$ cat config.mk
export PLATFORM = sky130hd
export DESIGN_NAME = pin_change_flags
export DESIGN_NICKNAME = d
export VERILOG_FILES = /design/src/hw/pin_change_flags.v /design/src/hw/edge_detect.v
export VERILOG_INCLUDE_DIRS = /design/src /design/src/hw
export SDC_FILE = /design/constraint.sdc
export NUM_CORES = 1
export LEC_CHECK = 0
export BUFFER_PORTS_ARGS = -buffer_cell sky130_fd_sc_hd__buf_4
export CORE_MARGIN = 3
export CORE_UTILIZATION = 45
export DETAILED_ROUTE_END_ITERATION = 10
export PLACE_DENSITY = 0.66
export SYNTH_ARGS = -nofsm -noshare
export SYNTH_HDL_FRONTEND = slang
export SYNTH_HIERARCHICAL = 1
export SYNTH_SLANG_ARGS = --single-unit
$ cat constraint.sdc
create_clock -name clock_i -period 6.7 [get_ports clock_i]
set_input_delay 1.675 -clock clock_i [delete_from_list [all_inputs] [get_ports clock_i]]
set_output_delay 1.675 -clock clock_i [all_outputs]
set_load 0.05 [all_outputs]
$ cat src/hw/pin_change_defs.vh
// Register offsets, field positions and reset values for the pin change block.
// Included by the design files; holds definitions only.
`ifndef PIN_CHANGE_DEFS_VH
`define PIN_CHANGE_DEFS_VH

`define OFS_PORT_A_CHANGE_FLAGS 12'hf0a
`define OFS_PORT_A_FALL_ENABLE 12'hf0b
`define OFS_PORT_A_RISE_ENABLE 12'hf0c
`define OFS_PORT_B_CHANGE_FLAGS 12'hf12
`define OFS_PORT_B_FALL_ENABLE 12'hf13
`define OFS_PORT_B_RISE_ENABLE 12'hf14
`define OFS_PORT_C_CHANGE_FLAGS 12'hf1a
`define OFS_PORT_C_FALL_ENABLE 12'hf1b
`define OFS_PORT_C_RISE_ENABLE 12'hf1c
`define OFS_PORT_E_CHANGE_FLAGS 12'hf27
`define OFS_PORT_E_FALL_ENABLE 12'hf28
`define OFS_PORT_E_RISE_ENABLE 12'hf29
`define OFS_CONTROL 12'hf40
`define OFS_IRQ_STATUS 12'hf41
`define OFS_IRQ_MASK 12'hf42

`define PORT_E_BIT 3
`define PORT_E_MASK 8'h08
`define CTRL_GLOBAL_ENABLE_BIT 0
`define IRQ_SUMMARY_BIT 0
`define REG_RESET 8'h00
`define BYTE_ADDR_BITS 14

`endif

$ cat src/hw/pin_change_flags.v
// Pin change edge flags with AXI4-Lite register access and a level interrupt.
// Assumes one clock; pins are asynchronous and arrive as plain inputs.
`timescale 1ns/1ps
`default_nettype none
`include "pin_change_defs.vh"
module pin_change_flags (
  input wire clock_i,
  input wire rst_b_i,
  input wire [7:0] port_a_pin_i,
  input wire [7:0] port_b_pin_i,
  input wire [7:0] port_c_pin_i,
  input wire port_e_bit3_pin_i,
  input wire external_reset_pin_enable_i,
  input wire low_voltage_programming_enable_i,
  input wire [`BYTE_ADDR_BITS-1:0] s_axi_awaddr,
  input wire s_axi_awvalid,
  output wire s_axi_awready,
  input wire [31:0] s_axi_wdata,
  input wire [3:0] s_axi_wstrb,
  input wire s_axi_wvalid,
  output wire s_axi_wready,
  output reg [1:0] s_axi_bresp,
  output reg s_axi_bvalid,
  input wire s_axi_bready,
  input wire [`BYTE_ADDR_BITS-1:0] s_axi_araddr,
  input wire s_axi_arvalid,
  output wire s_axi_arready,
  output reg [31:0] s_axi_rdata,
  output reg [1:0] s_axi_rresp,
  output reg s_axi_rvalid,
  input wire s_axi_rready,
  output reg pin_change_summary_flag_o,
  output wire pin_change_request_o,
  output wire wake_request_o,
  output wire irq_o
);
  reg rst_meta;
  reg rst_b;
  // Reset asserts at once and releases two edges later, so all flops leave it together.
  always @(posedge clock_i or negedge rst_b_i) begin
    if (!rst_b_i) begin
      rst_meta <= 1'b0;
      rst_b <= 1'b0;
    end else begin
      rst_meta <= 1'b1;
      rst_b <= rst_meta;
    end
  end

  reg [7:0] port_a_change_flags;
  reg [7:0] port_a_fall_enable;
  reg [7:0] port_a_rise_enable;
  reg [7:0] port_b_change_flags;
  reg [7:0] port_b_fall_enable;
  reg [7:0] port_b_rise_enable;
  reg [7:0] port_c_change_flags;
  reg [7:0] port_c_fall_enable;
  reg [7:0] port_c_rise_enable;
  // Port E keeps only bit 3 of its flag and enable registers.
  reg port_e_change_flag;
  reg port_e_fall_enable;
  reg port_e_rise_enable;
  reg pin_change_global_enable;
  reg irq_status;
  reg irq_mask;

  // Index of a printed offset: the byte address is four times the offset.
  function [11:0] reg_index;
    input [`BYTE_ADDR_BITS-1:0] byte_addr;
    begin
      reg_index = byte_addr[`BYTE_ADDR_BITS-1:2];
    end
  endfunction

  // One-cycle edge pulses from the detectors, one bit per pin.
  wire [7:0] rise_a;
  wire [7:0] fall_a;
  wire [7:0] rise_b;
  wire [7:0] fall_b;
  wire [7:0] rise_c;
  wire [7:0] fall_c;
  wire [0:0] rise_e;
  wire [0:0] fall_e;

  // Each port has its own detector; port E watches only its bit 3 pin.
  edge_detect #(.WIDTH(8)) detect_a (
    .clock_i(clock_i),
    .rst_b_i(rst_b),
    .pin_i(port_a_pin_i),
    .rise_o(rise_a),
    .fall_o(fall_a)
  );
  edge_detect #(.WIDTH(8)) detect_b (
    .clock_i(clock_i),
    .rst_b_i(rst_b),
    .pin_i(port_b_pin_i),
    .rise_o(rise_b),
    .fall_o(fall_b)
  );
  edge_detect #(.WIDTH(8)) detect_c (
    .clock_i(clock_i),
    .rst_b_i(rst_b),
    .pin_i(port_c_pin_i),
    .rise_o(rise_c),
    .fall_o(fall_c)
  );
  edge_detect #(.WIDTH(1)) detect_e (
    .clock_i(clock_i),
    .rst_b_i(rst_b),
    .pin_i(port_e_bit3_pin_i),
    .rise_o(rise_e),
    .fall_o(fall_e)
  );

  // port E bit 3 removed when either configuration is set
  wire port_e_available = ~(external_reset_pin_enable_i | low_voltage_programming_enable_i);

  wire [7:0] hit_b = (rise_b & port_b_rise_enable) | (fall_b & port_b_fall_enable);
  wire [7:0] hit_c = (rise_c & port_c_rise_enable) | (fall_c & port_c_fall_enable);
  // falling enables and rising enables arm port A
  wire [7:0] hit_a = (rise_a & port_a_rise_enable) | (fall_a & port_a_fall_enable);
  wire hit_e = port_e_available &
               ((rise_e[0] & port_e_rise_enable) | (fall_e[0] & port_e_fall_enable));
  // Any armed edge on any port also sets the sticky event status.
  wire any_hit = (|hit_a) | (|hit_b) | (|hit_c) | hit_e;

  // Write channel: address and data taken together once both are offered.
  // A new write waits while its response stands, so one write at most is under way.
  wire wr_go = s_axi_awvalid & s_axi_wvalid & ~s_axi_bvalid;
  assign s_axi_awready = wr_go;
  assign s_axi_wready = wr_go;
  wire [11:0] wr_idx = reg_index(s_axi_awaddr);
  wire wr_lane = wr_go & s_axi_wstrb[0];
  // Only byte lane 0 carries register data; the upper lanes are ignored.
  wire [7:0] wd = s_axi_wdata[7:0];

  // Unmapped offsets answer with a slave error so that software sees the bad address.
  function is_mapped;
    input [11:0] idx;
    begin
      case (idx)
        `OFS_PORT_A_CHANGE_FLAGS, `OFS_PORT_A_FALL_ENABLE, `OFS_PORT_A_RISE_ENABLE,
        `OFS_PORT_B_CHANGE_FLAGS, `OFS_PORT_B_FALL_ENABLE, `OFS_PORT_B_RISE_ENABLE,
        `OFS_PORT_C_CHANGE_FLAGS, `OFS_PORT_C_FALL_ENABLE, `OFS_PORT_C_RISE_ENABLE,
        `OFS_PORT_E_CHANGE_FLAGS, `OFS_PORT_E_FALL_ENABLE, `OFS_PORT_E_RISE_ENABLE,
        `OFS_CONTROL, `OFS_IRQ_STATUS, `OFS_IRQ_MASK: is_mapped = 1'b1;
        default: is_mapped = 1'b0;
      endcase
    end
  endfunction

  // software write keeps only bits written as one; new edges win
  function [7:0] next_flags;
    input [7:0] cur;
    input wr;
    input [7:0] data;
    input [7:0] hit;
    begin
      next_flags = (wr ? (cur & data) : cur) | hit;
    end
  endfunction

  // Each flag write touches only the flag register that its address selects.
  wire wr_a_f = wr_lane & (wr_idx == `OFS_PORT_A_CHANGE_FLAGS);
  wire wr_b_f = wr_lane & (wr_idx == `OFS_PORT_B_CHANGE_FLAGS);
  wire wr_c_f = wr_lane & (wr_idx == `OFS_PORT_C_CHANGE_FLAGS);
  wire wr_e_f = wr_lane & (wr_idx == `OFS_PORT_E_CHANGE_FLAGS);

  always @(posedge clock_i or negedge rst_b) begin
    if (!rst_b) begin
      port_a_change_flags <= `REG_RESET;
      port_a_fall_enable <= `REG_RESET;
      port_a_rise_enable <= `REG_RESET;
      port_b_change_flags <= `REG_RESET;
      port_b_fall_enable <= `REG_RESET;
      port_b_rise_enable <= `REG_RESET;
      port_c_change_flags <= `REG_RESET;
      port_c_fall_enable <= `REG_RESET;
      port_c_rise_enable <= `REG_RESET;
      port_e_change_flag <= 1'b0;
      port_e_fall_enable <= 1'b0;
      port_e_rise_enable <= 1'b0;
      pin_change_global_enable <= 1'b0;
      irq_mask <= 1'b0;
    end else begin
      // Software cannot set a flag: a written one only keeps a flag that is set.
      // pin flags set on armed edges; regardless of global enable
      port_a_change_flags <= next_flags(port_a_change_flags, wr_a_f, wd, hit_a);
      port_b_change_flags <= next_flags(port_b_change_flags, wr_b_f, wd, hit_b);
      port_c_change_flags <= next_flags(port_c_change_flags, wr_c_f, wd, hit_c);
      // edge wins over a clearing write
      port_e_change_flag <= (wr_e_f ? (port_e_change_flag & wd[`PORT_E_BIT]) :
                             port_e_change_flag) | hit_e;
      // Enable and control writes take effect on the edge that accepts the write.
      if (wr_lane) begin
        case (wr_idx)
          `OFS_PORT_A_FALL_ENABLE: port_a_fall_enable <= wd;
          `OFS_PORT_B_FALL_ENABLE: port_b_fall_enable <= wd;
          `OFS_PORT_C_FALL_ENABLE: port_c_fall_enable <= wd;
          `OFS_PORT_E_FALL_ENABLE: port_e_fall_enable <= wd[`PORT_E_BIT];
          `OFS_PORT_A_RISE_ENABLE: port_a_rise_enable <= wd;
          `OFS_PORT_B_RISE_ENABLE: port_b_rise_enable <= wd;
          `OFS_PORT_C_RISE_ENABLE: port_c_rise_enable <= wd;
          `OFS_PORT_E_RISE_ENABLE: port_e_rise_enable <= wd[`PORT_E_BIT];
          `OFS_CONTROL: pin_change_global_enable <= wd[`CTRL_GLOBAL_ENABLE_BIT];
          `OFS_IRQ_MASK: irq_mask <= wd[`IRQ_SUMMARY_BIT];
          default: ;
        endcase
      end
    end
  end

  // summary is the OR of all per-pin flags
  // The registered summary lags the flags by one edge.
  wire next_summary = (|port_a_change_flags) | (|port_b_change_flags) |
                      (|port_c_change_flags) | port_e_change_flag;
  always @(posedge clock_i or negedge rst_b) begin
    if (!rst_b) begin
      pin_change_summary_flag_o <= 1'b0;
    end else begin
      pin_change_summary_flag_o <= next_summary;
    end
  end

  // only the request, and the wake taken from it, is gated by the global enable
  assign pin_change_request_o = pin_change_summary_flag_o & pin_change_global_enable;
  // wake once flags are already stored
  assign wake_request_o = pin_change_request_o;

  // Sticky event status: set by any armed edge, cleared by writing one; set wins.
  wire irq_clr = wr_lane & (wr_idx == `OFS_IRQ_STATUS) & wd[`IRQ_SUMMARY_BIT];
  always @(posedge clock_i or negedge rst_b) begin
    if (!rst_b) begin
      irq_status <= 1'b0;
    end else begin
      irq_status <= any_hit | (irq_status & ~irq_clr);
    end
  end
  // The interrupt output is a level, high while the unmasked status bit is set.
  assign irq_o = irq_status & irq_mask;

  // The response follows the write by one edge and stands until bready is seen.
  always @(posedge clock_i or negedge rst_b) begin
    if (!rst_b) begin
      s_axi_bvalid <= 1'b0;
      s_axi_bresp <= 2'h0;
    end else if (wr_go) begin
      s_axi_bvalid <= 1'b1;
      s_axi_bresp <= is_mapped(wr_idx) ? 2'h0 : 2'h2;
    end else if (s_axi_bready) begin
      s_axi_bvalid <= 1'b0;
    end
  end

  // Read channel: one cycle from address to data.
  // A new read waits while its data stands, so one read at most is under way.
  wire rd_go = s_axi_arvalid & ~s_axi_rvalid;
  assign s_axi_arready = rd_go;
  wire [11:0] rd_idx = reg_index(s_axi_araddr);
  reg [7:0] rd_byte;
  // The read multiplexer is combinational; only its registered copy leaves the block.
  always @* begin
    case (rd_idx)
      `OFS_PORT_A_CHANGE_FLAGS: rd_byte = port_a_change_flags;
      `OFS_PORT_A_FALL_ENABLE: rd_byte = port_a_fall_enable;
      `OFS_PORT_A_RISE_ENABLE: rd_byte = port_a_rise_enable;
      `OFS_PORT_B_CHANGE_FLAGS: rd_byte = port_b_change_flags;
      `OFS_PORT_B_FALL_ENABLE: rd_byte = port_b_fall_enable;
      `OFS_PORT_B_RISE_ENABLE: rd_byte = port_b_rise_enable;
      `OFS_PORT_C_CHANGE_FLAGS: rd_byte = port_c_change_flags;
      `OFS_PORT_C_FALL_ENABLE: rd_byte = port_c_fall_enable;
      `OFS_PORT_C_RISE_ENABLE: rd_byte = port_c_rise_enable;
      // unimplemented port E bits read zero
      `OFS_PORT_E_CHANGE_FLAGS: rd_byte = {4'h0, port_e_change_flag, 3'h0};
      `OFS_PORT_E_FALL_ENABLE: rd_byte = {4'h0, port_e_fall_enable, 3'h0};
      `OFS_PORT_E_RISE_ENABLE: rd_byte = {4'h0, port_e_rise_enable, 3'h0};
      `OFS_CONTROL: rd_byte = {7'h00, pin_change_global_enable};
      `OFS_IRQ_STATUS: rd_byte = {7'h00, irq_status};
      `OFS_IRQ_MASK: rd_byte = {7'h00, irq_mask};
      default: rd_byte = 8'h00;
    endcase
  end

  // Read data is registered, so it stands unchanged until rready is seen.
  always @(posedge clock_i or negedge rst_b) begin
    if (!rst_b) begin
      s_axi_rvalid <= 1'b0;
      s_axi_rdata <= 32'h00000000;
      s_axi_rresp <= 2'h0;
    end else if (rd_go) begin
      s_axi_rvalid <= 1'b1;
      s_axi_rdata <= {24'h000000, rd_byte};
      s_axi_rresp <= is_mapped(rd_idx) ? 2'h0 : 2'h2;
    end else if (s_axi_rready) begin
      s_axi_rvalid <= 1'b0;
    end
  end
endmodule // pin_change_flags
`default_nettype wire

$ cat src/hw/edge_detect.v
// Pin synchroniser and edge detector for a group of port pins.
// Assumes pins are asynchronous to clock_i; reset is already synchronised.
`timescale 1ns/1ps
`default_nettype none
module edge_detect #(
  parameter WIDTH = 8
) (
  input wire clock_i,
  input wire rst_b_i,
  input wire [WIDTH-1:0] pin_i,
  output wire [WIDTH-1:0] rise_o,
  output wire [WIDTH-1:0] fall_o
);
  reg [WIDTH-1:0] sync_1;
  reg [WIDTH-1:0] sync_2;
  reg [WIDTH-1:0] sync_3;
  reg [WIDTH-1:0] level;

  always @(posedge clock_i or negedge rst_b_i) begin
    if (!rst_b_i) begin
      sync_1 <= {WIDTH{1'b0}};
      sync_2 <= {WIDTH{1'b0}};
      sync_3 <= {WIDTH{1'b0}};
      level <= {WIDTH{1'b0}};
    end else begin
      sync_1 <= pin_i;
      sync_2 <= sync_1;
      sync_3 <= sync_2;
      // A change counts once the second and third stages agree.
      level <= ((sync_2 == sync_3) ? sync_3 : level);
    end
  end

  wire [WIDTH-1:0] agreed = (sync_2 == sync_3) ? sync_3 : level;
  assign rise_o = agreed & ~level;
  assign fall_o = ~agreed & level;
endmodule // edge_detect
`default_nettype wire

Word-level counts from Yosys, hierarchy flattened --
Cells that the tools add are included.
Operators by class: bitwise operators 62, equality and inequality tests 34, mux-type cells 19, reductions and logical operators 20
Operators with widths (count):
- 12-bit equality test (second input constant) | 30
- 8-bit AND | 15
- 8-bit one-hot mux with 15 select lines | 1
- 8-bit 2-to-1 mux | 6
- 8-bit NOT | 6
- 8-bit bitwise OR | 6
- 8-bit OR reduction | 6
- 15-bit OR reduction | 2
- 8-bit equality test | 3
- 2-bit AND reduction | 10
- 1-bit AND | 19
- 1-bit 2-to-1 mux | 10
- 1-bit bitwise OR | 10
- 1-bit NOT | 6
- 2-bit 2-to-1 mux | 2
- 2-bit nonzero test | 2
- 1-bit equality test | 1
Storage, ports and cells: input port bits 98, bits in registers 195, output and inout port bits 45, logic and storage cells 174

Longest topological paths before layout --
depth in word-level cells 11, gate-level depth with buffers 10, gate-level depth less buffers 9

Modules after synthesis --
Netlist, hierarchy kept.
By module, submodules not included:
- pin_change_flags | sequential area each 2327.2 um2, area an instance 5207.5 um2, cells an instance 490, times used 1
- edge_detect at detect_a ... | sequential area each 800.8 um2, area an instance 1143.6 um2, cells an instance 69, times used 3
- edge_detect at detect_e | sequential area each 100.1 um2, area an instance 128.9 um2, cells an instance 7, times used 1

Worst setup path before layout --
Ideal clock, no wire load.
path kind in2out, from input s_axi_arvalid, to output s_axi_arready, required time 5.025 ns, setup slack 2.483 ns, buffers on the path 1, stages 3, data arrival time 2.542 ns, cells stage by stage nand2_1 inv_1 clkbuf_1
On the way: word-level cells in the longest chain between the ends 1
RTL lines:
- from (decl) | RTL line pin_change_flags.v:26 | input wire s_axi_arvalid,
- 1-bit AND | RTL line pin_change_flags.v:257 | wire rd_go = s_axi_arvalid & ~s_axi_rvalid;
- to (decl) | RTL line pin_change_flags.v:27 | output wire s_axi_arready,
Every way passes these cells.

Worst setup path after layout --
Same ends and word-level chain as after synthesis.

==> flow_summary.ini <==
[die]
core_um2 = 18900
start_util_pct = 46.4
die_x_um = 146
rows = 50
dieArea_um2 = 21200
die_h_um = 146
io_pins = 143

[finish]
diodes = 0
multi_input_area_um2 = 3650
nNetsFinal = 879
regArea_um2 = 4830
layout_commonest_cell = dfrtp_1
final_cell_mix = dfrtp_1 (192), buf_4 (87), mux2_2 (67)
area_growth_pct = 15.2
drive_above_1_share_pct = 28.8
fillers = 1663

[power]
p_sw_w = 0.000717
p_per_area_nw_per_um2 = 259
intPower_w = 0.00190
vdd_drop_max_mv = 0.172
seq_power_share_pct = 48.6
p_leak_nw = 4.38
clock_power_share_pct = 40.6
pwr-share-comb_pct = 10.8
swShare_pct = 27.4

[yosys]
ys_seq_area_share_pct = 55.1
synth_top_area_share_pct = 55.1
synth_warnings = 6
synthFlopType = dfrtp_1
ys_seq_elements = 193
async_reset_ff_share_pct = 100
yosysTopAreaCell = dfrtp_1
yosysUniqueCellTypes = 67
yosys-top-cells-area = dfrtp_1 (55%), mux2_2 (8.6%), nor3b_1 (4.4%)
syn_avg_cell_area_um2 = 12.5
syn-cell-area_um2 = 8770
synthesis.instances = 704
synth_edf_count = 0

[sta]
slew_headroom_pct = 30.6
tightest_slew_ns = 1.04
min_period_ns = 4.32
maxClockFrequency_mhz = 231
fin_hold_ws_ns = 0.311
rsz0062_at_grt = false
finalSetupTns_ns = 0
hold_viol = 0
setup_ws_ns = 2.38
finalCritPeriodShare_pct = 64.5
slew_viol_final = 0
fin_worst_skew_ns = 0.0108
setup_viol_count_final = 0

[placed_design]
routabilityCongestion = 0.901
portBuffers = 85
place_ws_ns = 2.38
hpwlAfterDp_um = 15700

[setup_path]
cp_num_buf_inv = 3
required_ns = 5.03
crit_family = buffers and inverters
critPathKind = in -> out
critPathMostFrequentCell = buf_4
cp-start-kind = input port
critPathMaxFanout = 15
end_kind = output pin
slowest_stage = inv_1
cp.arrival_ns = 2.64
crit_chain = buf_4 > nand2_1 > inv_1 > buf_4
cp.depth = 4
worstRegToRegCells = 9
max_stage_delay_ns = 0.46

[routing]
num_vias = 6010
routed_wirelength_um = 21600
ant_nets = 0
via_per_inst = 5.70
first_pass_iters = 5
drt-wirelength-per-cell_um = 20.5
drc = 0
drt_iter0_drc = 416

[grt]
grt_pass1_vias = 6022
grt_pass1_wl_um = 34200
antenna_found_initial = 0
grt-ovfl-total = 0
track_usage_pct = 20.6
grt_max_degree = 84

[clock_network]
postCtsSetupRepairBufs = 0
numCtsBuffers = 17
clkLatencyLatePin_ns = 0.43
tritoncts_num_sinks = 193
max-clock-path-buffers = 2
root_buffer = clkbuf_16
cts-hold-fix-buffers = 0
path_clk_slew_ns = 0.07
cts_tree = yes
cts_max_level = 4
cts_resized = 0

[worst_hold_path]
worst_hold_path_type = reg -> async

[run]
cap_violations = 0

[run_status]
status = completed
-- metrics by stage --
step / power (W) / util (%) / instances / cell area (um2)
after global placement: 0.00157 / 50.2 / 1022 / 9480
final: 0.00261 / 53.4 / 1054 / 10100
after floorplan: 0.00149 / - / 729 / 8860
after CTS: 0.00264 / 53.4 / 1054 / 10100
after detailed placement: 0.00158 / 50.2 / 1022 / 9480
after global routing: 0.00272 / 53.4 / 1054 / 10100
-- area by class of cell --
type / instances / share of cell area, %
clock inverters: 15 / 1.88
well taps: 260 / 3.22
clock buffers: 17 / 4.21
repair buffers: 87 / 6.47
multi-input cells: 476 / 36.1
flip-flops and latches: 193 / 47.9
inverters: 6 / 0.223
-- cell usage after synthesis, drive strengths merged (2+ instances only) --
cell     count
a222oi       5
nand2       50
a21oi        3
nand3       13
or3b         2
a22o         2
and2         7
and4bb       2
nor2        24
nor3        10
conb         2
a32oi        2
a22oi       29
nand4b       5
nor2b        5
nor4b        2
o32a         2
nor3b       51
nand2b       7
dfrtp      193
xor2        24
a221o        3
or3          2
o21ai       37
clkbuf       7
o22ai        4
o31ai        3
mux2i       18
buf         47
nand4       12
nor4        17
o2bb2ai      3
and4b        2
inv          6
a2bb2oi      2
a31oi        7
nand3b       5
mux2        79
-- per-layer routing --
metal	GRT usage [%]	vias up	wire [um]
li1	-	2699	-
met1	28.6	3036	9560
met2	32.5	244	10100
met3	4.45	31	1370
met4	6.84	0	545
met5	0	-	0
-- cells by family (layout without fill, tap and decap cells) --
family	after synthesis	in the layout	share of synthesized area (%)
buf+inv	60	125	4.38
xor+xnor	24	24	2.40
compound gates	107	107	8.38
flops	193	193	55.1
simple gates	220	220	16.8
other cells	2	27	0.0857
fa+ha+maj	1	1	0.128
mux	97	97	12.7
-- power groups by stage --
stage | combinational (W) | sequential (W) | clock (W)
6_report | 0.000282 | 0.00127 | 0.00106
5_1_grt | 0.000300 | 0.00128 | 0.00114
4_1_cts | 0.000284 | 0.00127 | 0.00109
3_5_place_dp | 0.000284 | 0.00129 | 0
3_3_place_gp | 0.000278 | 0.00129 | 0
2_1_floorplan | 0.000150 | 0.00134 | 0
-- path summary, 6_finish.rpt --
path                                    startpoint                    end  slack, ns
max in group asynchronous                    rst_b  port_a_fall_enable[5]       4.96
worst max-delay path                 s_axi_arvalid          s_axi_arready       2.38
worst min-delay path                         rst_b     detect_c/sync_1[1]       0.31
worst min register to register               rst_b     detect_c/sync_1[1]       0.31
min in group clock_i               detect_e/sync_1        detect_e/sync_2       0.35
worst max register to register  detect_c/sync_3[1]             irq_status       4.12
Note: power is estimated with default switching activity, not from simulation.
